===== src/rtl/pss_consts.svh =====
// constants for the power switchover and sync block
`ifndef PSS_CONSTS_SVH
`define PSS_CONSTS_SVH
`define PSS_CLK_MHZ        100
`define PSS_DELAY_MS       3000
`define PSS_DELAY_CYC      (`PSS_DELAY_MS * 1000 * `PSS_CLK_MHZ)
`define PSS_REF_HZ         38400
`define PSS_OSC_HALF_CYC   ((`PSS_CLK_MHZ * 1000000) / (2 * `PSS_REF_HZ))
`define PSS_MISS_PERIODS   4
`define PSS_SYNC_DIV       16
`define PSS_MID_DIV        2
`define PSS_SEL_UNIT1      1'b0
`endif


===== src/rtl/pss_pkg.sv =====
// types for the power switchover and sync block
`default_nettype none
package pss_pkg;
    typedef enum logic [1:0] {PSS_IDLE, PSS_TIMING, PSS_FIRED} pss_tmr_t;
endpackage
`default_nettype wire


===== src/rtl/pss_fault_timer.sv =====
// sustained-fault delay counter firing one switchover pulse
`default_nettype none
module pss_fault_timer #(
    parameter int unsigned DELAY_CYC = 300000000
) (
    input  wire logic core_clk,
    input  wire logic rst_b,
    input  wire logic clk_en,
    input  wire logic fault,
    output logic      fire
);
    localparam int unsigned CW = $clog2(DELAY_CYC + 1);
    pss_pkg::pss_tmr_t state_r;
    logic [CW-1:0]     cnt_r;

    // count while the fault holds; any break restarts from zero
    always_ff @(posedge core_clk or negedge rst_b) begin
        if (!rst_b) begin
            state_r <= pss_pkg::PSS_IDLE;
            cnt_r   <= '0;
            fire    <= 1'b0;
        end else if (clk_en) begin
            fire <= 1'b0;
            case (state_r)
                pss_pkg::PSS_IDLE: begin
                    cnt_r <= '0;
                    if (fault) begin
                        state_r <= pss_pkg::PSS_TIMING;
                        cnt_r   <= CW'(1);
                    end
                end
                pss_pkg::PSS_TIMING: begin
                    if (!fault) begin
                        state_r <= pss_pkg::PSS_IDLE;
                        cnt_r   <= '0;
                    end else if (cnt_r == CW'(DELAY_CYC)) begin
                        fire    <= 1'b1;
                        state_r <= pss_pkg::PSS_FIRED;
                    end else begin
                        cnt_r <= cnt_r + CW'(1);
                    end
                end
                pss_pkg::PSS_FIRED: begin
                    if (!fault) begin
                        state_r <= pss_pkg::PSS_IDLE;
                    end
                end
                default: state_r <= pss_pkg::PSS_IDLE;
            endcase
        end
    end
endmodule
`default_nettype wire


===== src/rtl/pss_top.sv =====
// redundancy switchover and inverter sync generation
// Contract
// - Regulator fault flags from separate under and over voltage inputs.
// - Regulator fault held for the delay moves selection to unit 2.
// - Automatic regulator switching only goes unit 1 to unit 2.
// - One latch drives input and output connect of each regulator together.
// - Commands may set or reset the regulator selection in any cycle with clk_en high; a fault firing in the same cycle beats a unit 1 command.
// - Inverter low for the delay with bus normal selects inverter 2.
// - Inverter switchover is suppressed if the bus is low at the drop.
// - Delay timer held inhibited while inverter output is normal.
// - Inverter switching never returns to unit 1; commands select either.
// - Sync outputs are timed from the external reference clock.
// - A local oscillator stands in while the reference is absent.
// - Selected reference divided by sixteen gives the single-phase sync.
// - That sync divided by two gives the three-phase intermediate clock.
// - Two flip-flop chain gives three phases at one third, equally spaced.
// - Sync outputs are fanned out to both redundant inverters.
`include "pss_consts.svh"
`default_nettype none
module pss_top #(
    parameter int unsigned DELAY_CYC    = `PSS_DELAY_CYC,
    parameter int unsigned OSC_HALF_CYC = `PSS_OSC_HALF_CYC,
    parameter int unsigned MISS_CYC     = 2 * `PSS_MISS_PERIODS
                                          * `PSS_OSC_HALF_CYC
) (
    input  wire logic core_clk,
    input  wire logic rst_b,
    input  wire logic clk_en,
    input  wire logic bus_under_v,
    input  wire logic bus_over_v,
    input  wire logic cmd_reg_unit1,
    input  wire logic cmd_reg_unit2,
    input  wire logic inv24_low,
    input  wire logic inv400_low,
    input  wire logic cmd_inv24_unit1,
    input  wire logic cmd_inv24_unit2,
    input  wire logic cmd_inv400_unit1,
    input  wire logic cmd_inv400_unit2,
    input  wire logic ext_ref,
    output logic      reg1_connect,
    output logic      reg2_connect,
    output logic      inv24_1_on,
    output logic      inv24_2_on,
    output logic      inv400_1_on,
    output logic      inv400_2_on,
    output logic      backup_osc_used,
    output logic      sync24_inv1,
    output logic      sync24_inv2,
    output logic [2:0] ph400_inv1,
    output logic [2:0] ph400_inv2
);
    localparam int unsigned OW = $clog2(OSC_HALF_CYC + 1);
    localparam int unsigned MW = $clog2(MISS_CYC + 1);

    logic reg_fault;
    logic reg_fire;
    logic reg_sel_r;
    logic inv24_arm_r;
    logic inv400_arm_r;
    logic inv24_fire;
    logic inv400_fire;
    logic inv24_sel_r;
    logic inv400_sel_r;

    // regulator fault from either detector
    assign reg_fault = bus_under_v | bus_over_v;

    pss_fault_timer #(.DELAY_CYC(DELAY_CYC)) u_reg_tmr (
        .core_clk (core_clk),
        .rst_b    (rst_b),
        .clk_en   (clk_en),
        .fault    (reg_fault),
        .fire     (reg_fire)
    );

    // regulator selection latch; fault only sets unit 2 and beats a
    // unit 1 command landing in the same cycle
    always_ff @(posedge core_clk or negedge rst_b) begin
        if (!rst_b) begin
            reg_sel_r <= `PSS_SEL_UNIT1;
        end else if (clk_en) begin
            if (cmd_reg_unit2 || reg_fire) begin
                reg_sel_r <= 1'b1;
            end else if (cmd_reg_unit1) begin
                reg_sel_r <= 1'b0;
            end
        end
    end

    // both paths of a unit follow the one latch
    assign reg1_connect = ~reg_sel_r;
    assign reg2_connect = reg_sel_r;

    // inverter arm: set on the first low cycle with the bus normal, cleared when the output recovers
    always_ff @(posedge core_clk or negedge rst_b) begin
        if (!rst_b) begin
            inv24_arm_r  <= 1'b0;
            inv400_arm_r <= 1'b0;
        end else if (clk_en) begin
            if (!inv24_low) begin
                inv24_arm_r <= 1'b0;
            end else if (!inv24_arm_r && !bus_under_v) begin
                inv24_arm_r <= 1'b1;
            end
            if (!inv400_low) begin
                inv400_arm_r <= 1'b0;
            end else if (!inv400_arm_r && !bus_under_v) begin
                inv400_arm_r <= 1'b1;
            end
        end
    end

    // a drop that started while the bus was low stays disarmed until cleared
    logic inv24_blk_r;
    logic inv400_blk_r;
    always_ff @(posedge core_clk or negedge rst_b) begin
        if (!rst_b) begin
            inv24_blk_r  <= 1'b0;
            inv400_blk_r <= 1'b0;
        end else if (clk_en) begin
            if (!inv24_low) begin
                inv24_blk_r <= 1'b0;
            end else if (!inv24_arm_r && bus_under_v) begin
                inv24_blk_r <= 1'b1;
            end
            if (!inv400_low) begin
                inv400_blk_r <= 1'b0;
            end else if (!inv400_arm_r && bus_under_v) begin
                inv400_blk_r <= 1'b1;
            end
        end
    end

    pss_fault_timer #(.DELAY_CYC(DELAY_CYC)) u_inv24_tmr (
        .core_clk (core_clk),
        .rst_b    (rst_b),
        .clk_en   (clk_en),
        .fault    (inv24_arm_r & ~inv24_blk_r & ~bus_under_v),
        .fire     (inv24_fire)
    );

    pss_fault_timer #(.DELAY_CYC(DELAY_CYC)) u_inv400_tmr (
        .core_clk (core_clk),
        .rst_b    (rst_b),
        .clk_en   (clk_en),
        .fault    (inv400_arm_r & ~inv400_blk_r & ~bus_under_v),
        .fire     (inv400_fire)
    );

    // inverter selection latches
    always_ff @(posedge core_clk or negedge rst_b) begin
        if (!rst_b) begin
            inv24_sel_r  <= `PSS_SEL_UNIT1;
            inv400_sel_r <= `PSS_SEL_UNIT1;
        end else if (clk_en) begin
            if (cmd_inv24_unit2 || inv24_fire) inv24_sel_r <= 1'b1;
            else if (cmd_inv24_unit1) inv24_sel_r <= 1'b0;
            if (cmd_inv400_unit2 || inv400_fire) inv400_sel_r <= 1'b1;
            else if (cmd_inv400_unit1) inv400_sel_r <= 1'b0;
        end
    end

    assign inv24_1_on  = ~inv24_sel_r;
    assign inv24_2_on  = inv24_sel_r;
    assign inv400_1_on = ~inv400_sel_r;
    assign inv400_2_on = inv400_sel_r;

    // reference edge detect and local oscillator
    logic          ref_d_r;
    logic          ref_edge;
    logic          osc_r;
    logic [OW-1:0] osc_cnt_r;
    logic          osc_tick;
    logic [MW-1:0] miss_cnt_r;
    logic          missing_r;
    assign ref_edge = ext_ref & ~ref_d_r;
    assign osc_tick = (osc_cnt_r == OW'(OSC_HALF_CYC - 1)) & ~osc_r;

    always_ff @(posedge core_clk or negedge rst_b) begin
        if (!rst_b) begin
            ref_d_r   <= 1'b0;
            osc_r     <= 1'b0;
            osc_cnt_r <= '0;
        end else if (clk_en) begin
            ref_d_r <= ext_ref;
            if (osc_cnt_r == OW'(OSC_HALF_CYC - 1)) begin
                osc_cnt_r <= '0;
                osc_r     <= ~osc_r;
            end else begin
                osc_cnt_r <= osc_cnt_r + OW'(1);
            end
        end
    end

    // missing detector: timeout since last reference edge
    always_ff @(posedge core_clk or negedge rst_b) begin
        if (!rst_b) begin
            miss_cnt_r <= '0;
            missing_r  <= 1'b1;
        end else if (clk_en) begin
            if (ref_edge) begin
                miss_cnt_r <= '0;
                missing_r  <= 1'b0;
            end else if (miss_cnt_r == MW'(MISS_CYC)) begin
                missing_r <= 1'b1;
            end else begin
                miss_cnt_r <= miss_cnt_r + MW'(1);
            end
        end
    end

    assign backup_osc_used = missing_r;

    // one rising-edge tick from the chosen source; clean source change
    logic src_tick;
    assign src_tick = missing_r ? osc_tick : ref_edge;

    // divide by sixteen, then two, then three-phase ring
    logic [3:0] div16_r;
    logic       sync24_r;
    logic       mid_r;
    logic [1:0] ring_r;
    always_ff @(posedge core_clk or negedge rst_b) begin
        if (!rst_b) begin
            div16_r  <= 4'h0;
            sync24_r <= 1'b0;
            mid_r    <= 1'b0;
            ring_r   <= 2'h0;
        end else if (clk_en && src_tick) begin
            div16_r <= div16_r + 4'h1;
            if (div16_r == 4'(`PSS_SYNC_DIV / 2 - 1)) begin
                sync24_r <= 1'b1;
            end else if (div16_r == 4'(`PSS_SYNC_DIV - 1)) begin
                sync24_r <= 1'b0;
                mid_r    <= ~mid_r;
                if (mid_r) begin
                    ring_r <= {ring_r[0], ~(ring_r[1] | ring_r[0])};
                end
            end
        end
    end

    // three phases: one-hot decode of the mod-3 ring, so every phase has
    // the same shape and each starts 120 deg after the one before
    logic [2:0] ph;
    assign ph = {ring_r[1], ring_r[0], ~(ring_r[1] | ring_r[0])};
    always_ff @(posedge core_clk or negedge rst_b) begin
        if (!rst_b) begin
            sync24_inv1 <= 1'b0;
            sync24_inv2 <= 1'b0;
            ph400_inv1  <= 3'h0;
            ph400_inv2  <= 3'h0;
        end else if (clk_en) begin
            sync24_inv1 <= sync24_r;
            sync24_inv2 <= sync24_r;
            ph400_inv1  <= ph;
            ph400_inv2  <= ph;
        end
    end
endmodule
`default_nettype wire


===== config.mk =====
export PLATFORM = sky130hd
export DESIGN_NAME = pss_top
export DESIGN_NICKNAME = d
export VERILOG_FILES = /design/src/rtl/pss_pkg.sv /design/src/rtl/pss_fault_timer.sv /design/src/rtl/pss_top.sv
export VERILOG_INCLUDE_DIRS = /design/src /design/src/rtl
export SDC_FILE = /design/constraint.sdc
export NUM_CORES = 1
export LEC_CHECK = 0
export ABC_CLOCK_PERIOD_IN_PS = 2900
export BUFFER_PORTS_ARGS = -buffer_cell sky130_fd_sc_hd__buf_4
export CAP_MARGIN = 20
export CORE_AREA = 2 2 156 158
export CTS_CLUSTER_SIZE = 14
export DETAILED_ROUTE_END_ITERATION = 6
export DIE_AREA = 0 0 158 160
export SLEW_MARGIN = 20
export SYNTH_ARGS = -nofsm -noshare
export SYNTH_HDL_FRONTEND = slang
export SYNTH_HIERARCHICAL = 1
export SYNTH_SLANG_ARGS = --single-unit

===== constraint.sdc =====
create_clock -name core_clk -period 2.9 [get_ports core_clk]
set_input_delay 0.29 -clock core_clk [delete_from_list [all_inputs] [get_ports core_clk]]
set_output_delay 0.29 -clock core_clk [all_outputs]
set_load 0.05 [all_outputs]

Word-level counts from Yosys, hierarchy flattened:

Index checks and enable logic that the tools add are counted.

* memory bits (read-only): 0
* latch bits: 0
* memories kept: 0
* bits in writable memories: 0
* bits in registers: 143
* logic and storage cells: 181

* eq/ne operators: 30
* divide/modulo/power cells: 0
* bitwise logic cells: 19
* reduce and logical (&&, ||, !) cells: 41
* muxes and demuxes: 58
* $lt $le $gt $ge: 0
* $add $sub $neg: 6
* shift-type cells: 0
* $mul: 0

Operators by type and width (number)
* $mux W29: 6
* $pmux W29 S2: 3
* $add A29 B1 Y29 const B: 3
* $eq A29 B29 Y1 const B: 3
* $mux W1: 31
* $mux W14: 2
* $mux W2: 12
* $reduce_and A2 Y1: 11
* $ne A3 B3 Y1 const B: 6
* $pmux W2 S3: 3
* $reduce_and A4 Y1: 4
* $reduce_bool A2 Y1: 8
* $add A14 B1 Y14 const B: 1
* $eq A14 B14 Y1 const B: 1
* $ne A2 B1 Y1 const B: 7
* $reduce_and A3 Y1: 4
* $add A11 B1 Y11 const B: 1
* $eq A11 B11 Y1 const B: 1
* $mux W11: 1
* $not A1 Y1: 11
* $ne A2 B2 Y1 const B: 4
* $and A1 B1 Y1: 6
* $eq A2 B1 Y1 const B: 3
* $eq A2 B2 Y1 const B: 3
* other kinds (8): 19

Longest topological paths before layout:

Gate-level depths: netlist of the first run.

* depth in word-level cells: 5
* depth in mapped cells: 10
* depth with buffers taken out: 8

Hierarchy:

The synthesis of the first run kept the hierarchy.

By module, submodules not included
* pss_fault_timer: seq. area each 800.8 um^2, area each 1855.5 um^2, cells an instance 214, instances 3
* pss_top: seq. area each 1177.4 um^2, area each 2386.0 um^2, cells an instance 236, instances 1

Least setup slack after synthesis of the first run:

OpenSTA, ideal clock, no wires.

* path kind: flip-flop to flip-flop
* start point: reg u_inv24_tmr.cnt_r[0]
* end point: reg u_inv24_tmr.cnt_r[22]
* arrival time: 2.066 ns
* setup slack: 0.737 ns
* library setup time: 0.096 ns
* clock period less this slack: 2.163 ns
* data required time: 2.804 ns
* stages on the path, launching flop included: 11
* buffers on the path: 2
* cells stage by stage: dfrtp_1 > inv_1 > ha_1 > nor4b_2 > nand4_1 > or4_1 > buf_2 > o21ai_4 > buf_6 > o21ai_0 > o31ai_1

* cells in the longest elaborated chain, start to end: 4
* elaborated cells between the ends (all ways): 7

RTL lines
* start: declaration: line pss_fault_timer.sv:14 `logic [CW-1:0] cnt_r;`
* start signal: assignment: line pss_fault_timer.sv:40 `cnt_r <= cnt_r + CW'(1);`
* $add A29 B1 Y29: line pss_fault_timer.sv:40
* $mux W29: line pss_fault_timer.sv:36 `end else if (cnt_r == CW'(DELAY_CYC)) begin`
* $mux W29: line pss_fault_timer.sv:33 `if (!fault) begin`
* $pmux W29 S2: line pss_fault_timer.sv:24 `case (state_r)`

Several ways; a longest one is shown, not always the timed one. The select of a mux whose other input is x is not followed.
A chain may end at the register's enable or synchronous reset.

Worst setup path in the final report of the first run:

* start point: reg u_inv400_tmr.cnt_r[0]
* end point: reg u_inv400_tmr.cnt_r[15]

* cells in the longest elaborated chain, start to end: 4
* elaborated cells between the ends (all ways): 7

RTL lines (line)
* start: declaration: pss_fault_timer.sv:14
* start signal: assignment: pss_fault_timer.sv:40
* $add A29 B1 Y29: pss_fault_timer.sv:40
* $mux W29: pss_fault_timer.sv:36
* $mux W29: pss_fault_timer.sv:33
* $pmux W29 S2: pss_fault_timer.sv:24

Several ways; a longest one is shown, not always the timed one. The select of a mux whose other input is x is not followed.

==> key figures, run 1 <==
Placed design
  • IO buf count: 28
  • Gpl congestion: 0.812
  • Detailed Place HPWL: 12.5 mm

GRT
  • Pin count of the biggest net entering global routing: 66
  • GRT busiest layer: met2
  • Initial antenna violation count: 0
  • GRT met1 Usage: 21.2%
  • GRT overflow: 0
  • Global-route usage over all layers: 15.3%
  • First-pass GRT wire length: 31.5 mm
  • Met3 Resource Use GR: 3.18%
  • Vias in the first global route: 6218
  • Met2 Use GR: 23.8%

Clock network
  • Clk_lat worst skew: 0.42 ns
  • CTS tree: built
  • Post-CTS setup buffers: 0
  • Clk slew on worst S/H paths: 0.06 ns
  • Htree depth: 4
  • TritonCTS Sinks: 143
  • Clk buf depth: 2
  • CTS buffer count: 17
  • Post_cts resized: 0
  • CTS root buffer: clkbuf_16

Flow run
  • Maxcap violations: 0

Die
  • # rows: 57
  • Core Area: 23800 sq um
  • Die Wd: 158 um
  • Initial core utilization: 33.4%
  • I/O pin count: 29
  • Die area: 25300 sq um
  • Die Y: 160 um

Synthesis
  • Yosys cell types: 63
  • Post-Syn Area: 7950 sq um
  • Asr flop ratio synth: 100%
  • Adder-Cell Fraction of Synth Area: 1.73%
  • Synth Area in Simple Gates: 25.8%
  • Post-synth EDFFs: 0
  • Largest family of logic cells by synthesized area: simple AND/OR/NAND/NOR gates
  • Synth area leaders: dfrtp_1 45%, o21ai_0 7.4%, nand2_1 5.0%, nand4_1 3.6%, o31ai_1 2.9%
  • Post-Synth XOR/XNOR Area: 1.54%
  • Post-synthesis mux area share: 1.95%
  • Primary FF master, synth: dfrtp_1
  • Syn nets: 903
  • Post-synth top area share: 44.7%
  • Synth Area per Inst: 9.06 sq um
  • Cell count after synthesis: 878
  • Seq/Total Area, Yosys: 45.0%
  • Area leader, netlist: dfrtp_1
  • Post-synthesis compound-gate area fraction: 19.8%
  • Yosys reg bits: 143
  • Synthesis Warnings: 6

Final layout
  • Fin util: 38.4%
  • NumNets Final: 939
  • Synth-to-Final Area Change: 15.1%
  • Number of fill cells: 2431
  • # diodes: 0
  • Layout cells sized above 1: 13.8%

Drt
  • Post-route ant nets: 0
  • DRC Markers: 0
  • Vias/cell: 5.41
  • DR vias: 6764
  • Drt pass-1 iters: 5
  • DR iter-0 viols: 400
  • Average wire per standard cell: 14.8 um
  • Routed WL: 18.5 mm

Timing
  • RSZ-0062 raised after global routing: no
  • Worst Clk Skew: 0.00980 ns
  • Final setup vio count: 0
  • Worst slew margin relative to its limit: 30.8%
  • Final Hold Viols: 0
  • Worst Max-Slew Pin Slew: 1.03 ns
  • Min Tclk post-route: 2.59 ns
  • Setup TNS: 0 ns
  • Max Clk Rate: 385 MHz
  • Period utilization: 89.5%
  • Slew Limit Fails: 0

Power
  • Power density cells: 548 nW/um^2
  • VDD IR-drop max: 400 uV
  • Leakage: 3.77 nW
  • Total power: 5.02 mW

Critical path
  • CP required: 3.23 ns
  • Arrival time at the worst endpoint: 2.92 ns
  • Crit path max fanout: 16
  • CP Launch Type: flop
  • Critical Path Sink Type: flop
  • Critical path class: flop to flop

Status
  • Status: complete, no violations

Worst hold path
  • Class of the worst hold path: input pin to flop
## critical path, stage by stage, from the launching register on
cell and delay [ns]:
dfrtp_1 0.42, inv_1 0.09, ha_1 0.15, nor4b_2 0.22
nand4_1 0.20, or4_1 0.73, o21ai_4 0.42, o21ai_0 0.16
o31ai_1 0.09
## power breakdown
| group | internal [mW] | leakage (nW) | switching, mW |
|---|---|---|---|
| Sequential | 2.13 | 1.92 | 0.158 |
| Combinational | 0.249 | 1.59 | 0.361 |
| Clock | 1.21 | 0.262 | 0.905 |
| Total | 3.59 | 3.77 | 1.42 |
## placed cells by master, fill, tap and decap left out, drive strengths merged, types with 3 or more instances in the layout
| cell type | count |
|---|---|
| o211ai | 4 |
| or4 | 5 |
| inv | 34 |
| xnor2 | 10 |
| o31ai | 31 |
| clkinvlp | 6 |
| and3 | 16 |
| dfrtp | 142 |
| ha | 11 |
| nor2 | 56 |
| a31oi | 23 |
| nor4b | 7 |
| nand3 | 34 |
| a22o | 9 |
| mux2 | 9 |
| a211oi | 6 |
| nand2b | 6 |
| clkbuf | 18 |
| nand4 | 46 |
| xor2 | 4 |
| nor4 | 16 |
| nand2 | 106 |
| o21ai | 129 |
| mux2i | 5 |
| a21o | 13 |
| buf | 56 |
| a21oi | 28 |
| and2 | 12 |
| nor4bb | 3 |
| or3 | 6 |
| clkinv | 3 |
| nor3b | 3 |
| nor3 | 35 |
| nor2b | 4 |
| nand3b | 3 |
| and4 | 9 |
## repair_timing
item,CTS,global route
hold buffers,1,0
endpoints found under the setup margin,0,0
hold endpoints to repair,63,0
## Yosys cell counts, types with 6 or more instances
master / n
nand3_1: 34
inv_1: 30
nand2b_1: 6
and4_1: 9
xnor2_1: 10
or3_1: 6
a21oi_1: 25
nor3_1: 35
nor4_1: 12
a211oi_1: 6
and3_1: 11
nand2_1: 106
dfrtp_1: 142
nor2_1: 55
o21ai_0: 118
a21o_2: 6
ha_1: 11
a22o_1: 9
a21o_1: 7
mux2_2: 6
buf_6: 6
o31ai_1: 31
clkbuf_1: 19
a31oi_1: 23
buf_2: 9
nand4_1: 46
o21ai_1: 7
and2_1: 12
## layer usage
metal	vias up	wire length (um)
met5	-	0
met4	0	276
met3	16	666
met2	139	8550
met1	3276	9010
li1	3333	-
## final cells by class
type | count | area (sq um) | share of cell area (%)
clock buffers | 18 | 439 | 4.80
clock inverters | 14 | 133 | 1.45
inverters | 30 | 113 | 1.23
multi-input cells | 665 | 4040 | 44.1
flip-flops and latches | 143 | 3580 | 39.1
well taps | 324 | 405 | 4.43
repair buffers | 57 | 447 | 4.88
## flip-flops by register name, summed over array words and instances (netlist names), 3 cells and up
| signal | flops |
|---|---|
| div16_r | 4 |
| u_inv24_tmr/cnt_r | 29 |
| u_reg_tmr/cnt_r | 29 |
| u_inv400_tmr/cnt_r | 29 |
| ph400_inv1 | 3 |
| miss_cnt_r | 14 |
| osc_cnt_r | 11 |
## path summary, 6_finish.rpt
path                                  startpoint  slack, ns  cells after the start                endpoint
hold reg to reg                            osc_r       0.47                      1                   osc_r
setup reg to reg           u_inv400_tmr/cnt_r[0]       0.31                      8  u_inv400_tmr/cnt_r[15]
min in group asynchronous                  rst_b       0.42                      2              div16_r[0]
hold / removal                  cmd_inv400_unit2       0.09                      3             inv400_2_on
setup / recovery           u_inv400_tmr/cnt_r[0]       0.31                      8  u_inv400_tmr/cnt_r[15]
max in group asynchronous                  rst_b       1.67                      3         backup_osc_used
## logic make-up (layout without fill, tap and decap cells)
| kind of cell | count (synthesis) | count (layout) |
|---|---|---|
| multiplexers | 14 | 14 |
| adder cells (fa/ha/maj) | 11 | 11 |
| AND/OR/NAND/NOR | 371 | 371 |
| buffers and inverters | 70 | 119 |
| XOR/XNOR | 14 | 14 |
| flip-flops | 143 | 143 |
| AO/OA/AOI/OAI | 255 | 255 |
## metrics by stage
| stage | setup WS (ns) | hold WS (ns) | instances | cell area (sq um) |
|---|---|---|---|---|
| finish | 0.306 | 0.0851 | 1251 | 9160 |
| global route | 0.113 | 0.0687 | 1251 | 9160 |
| CTS | 0.304 | 0.0660 | 1251 | 9160 |
| detailed placement | 0.299 | 0.327 | 1218 | 8570 |
| global placement | 0.355 | 0.329 | 1218 | 8570 |
| floorplan | 0.737 | -0.00559 | 878 | 7950 |
(Power assumes the default switching activity.)
==> run 2: changes to the inputs <==
--- a/config.mk
+++ b/config.mk
@@ -13,6 +13,7 @@
 export CTS_CLUSTER_SIZE = 14
 export DETAILED_ROUTE_END_ITERATION = 6
 export DIE_AREA = 0 0 158 160
+export PLACE_DENSITY_LB_ADDON = 0.08
 export SLEW_MARGIN = 20
 export SYNTH_ARGS = -nofsm -noshare
 export SYNTH_HDL_FRONTEND = slang
==> key figures, run 2 (same netlist as run 1, synthesis figures left out) <==
Status
  • Status: complete, no violations

Clock network
  • CTS root buffer: clkbuf_16
  • Clk slew on worst S/H paths: 0.06 ns
  • Clk buf depth: 2
  • Post_cts resized: 0
  • Htree depth: 4
  • CTS tree: built
  • TritonCTS Sinks: 143
  • CTS buffer count: 17
  • Clk_lat worst skew: 0.42 ns

Power
  • Clock network fraction of total power: 45.0%
  • Leakage: 3.81 nW
  • VDD IR-drop max: 359 uV
  • Switching part of the total: 27.6%
  • Combinational Power Share: 11.6%
  • Power density cells: 575 nW/um^2
  • Flop pwr share: 43.3%
  • P_int: 3.84 mW
  • Switching power: 1.46 mW

Final layout
  • Commonest non-fill, non-tap cell in the layout: dfrtp_1
  • Largest registers: u_inv24_tmr/cnt_r: 29 flops, u_inv400_tmr/cnt_r: 29 flops, u_reg_tmr/cnt_r: 29 flops
  • Layout cells sized above 1: 13.9%
  • Final Cell Area: 9230 sq um
  • NumNets Final: 940
  • Number of fill cells: 2404
  • Fin util: 38.7%
  • Commonest non-fill, non-tap cells in the layout: 142 x dfrtp_1, 118 x o21ai_0, 106 x nand2_1
  • Synth-to-Final Area Change: 16.0%
  • # diodes: 0
  • Non-Filler Instances: 1252

Critical path
  • Critical Path Sink Type: flop
  • Arrival time at the worst endpoint: 3.04 ns
  • Crit path max fanout: 16
  • Critical path class: flop to flop
  • CP required: 3.24 ns
  • Worst reg2reg path depth: 8
  • CP Launch Type: flop

Timing
  • Worst slew margin relative to its limit: 51.4%
  • Worst Clk Skew: 0.0105 ns
  • Final Hold Viols: 0
  • Setup TNS: 0 ns
  • Slew Limit Fails: 0
  • RSZ-0062 raised after global routing: no
  • Worst Max-Slew Pin Slew: 0.727 ns
  • Period utilization: 93.1%
  • Setup ws final: 0.200 ns
  • Max Clk Rate: 370 MHz
  • Min Tclk post-route: 2.70 ns
  • Final setup vio count: 0

Die
  • Initial core utilization: 33.4%
  • Die Wd: 158 um
  • Die Y: 160 um
  • Die area: 25300 sq um
  • # rows: 57
  • I/O pin count: 29
  • Core Area: 23800 sq um

GRT
  • Vias in the first global route: 6580
  • Pin count of the biggest net entering global routing: 61
  • Initial antenna violation count: 0
  • First-pass GRT wire length: 34.2 mm
  • Global-route usage over all layers: 16.7%
  • GRT overflow: 0

Drt
  • DR vias: 6901
  • Post-route ant nets: 0
  • Routed WL: 20.3 mm
  • DRC Markers: 0
  • Vias/cell: 5.51
  • Drt pass-1 iters: 7
  • Average wire per standard cell: 16.2 um
  • DR iter-0 viols: 589

Flow run
  • Maxcap violations: 0

Worst hold path
  • Class of the worst hold path: input pin to flop
  • Hold path cells: 3

Placed design
  • Gpl congestion: 0.807
  • DP Area: 8580 sq um
  • Placed cells: 1219
  • Detailed Place HPWL: 13.6 mm
  • Place WS: 0.247 ns
  • IO buf count: 28
run 2: critical path: stages (launching register included):
cell     delay, ns
dfrtp_1       0.44
inv_1         0.09
ha_1          0.14
nor4b_2       0.23
nand4_1       0.21
or4_1         0.74
o21ai_4       0.47
o21ai_0       0.18
o21ai_0       0.11
run 2: stage by stage:
step	power [mW]	hold WS, ns
after detailed placement	2.95	0.302
final	5.30	0.0879
after global routing	5.56	0.113
after floorplan	2.73	-0.00559
after global placement	2.93	0.300
after CTS	5.38	0.0659
run 2: area by class of cell:
class	instances	area, sq um	share of cell area, %
Multi-Input combinational cell	665	4040	43.8
Timing Repair Buffer	58	454	4.92
Inverter	30	113	1.22
Tap cell	324	405	4.39
Sequential cell	143	3580	38.8
Clock buffer	17	425	4.61
Clock inverter	15	209	2.27
run 2: what timing repair did:
| action | 4_1_cts | 5_1_grt |
|---|---|---|
| setup buffers | 0 | 0 |
| endpoints found under the hold margin | 51 | 0 |
| hold buffers | 1 | 0 |
run 2: power groups by stage:
stage | clock network [mW] | logic (mW) | registers, mW
2_1_floorplan | 0 | 0.399 | 2.33
3_3_place_gp | 0 | 0.612 | 2.32
3_5_place_dp | 0 | 0.621 | 2.33
4_1_cts | 2.46 | 0.625 | 2.29
5_1_grt | 2.54 | 0.692 | 2.33
6_report | 2.39 | 0.617 | 2.30
run 2: layer usage:
metal / share of wire [%] / track usage (%) / vias up
met4: 1.2 / 5.04 / 0
li1: - / - / 3337
met3: 3.6 / 3.34 / 20
met5: 0 / 0 / -
met2: 46 / 25.4 / 153
met1: 50 / 24.0 / 3391
run 2: final timing paths:
kind | startpoint | to | slack (ns)
max | u_inv24_tmr/cnt_r[0] | u_inv24_tmr/cnt_r[21] | 0.20
min | cmd_inv400_unit2 | inv400_2_on | 0.09
max reg2reg | u_inv24_tmr/cnt_r[0] | u_inv24_tmr/cnt_r[21] | 0.20
min reg2reg | osc_r | osc_r | 0.47
max in group asynchronous | rst_b | u_inv400_tmr/cnt_r[0] | 1.66
min in group asynchronous | rst_b | ring_r[1] | 0.40
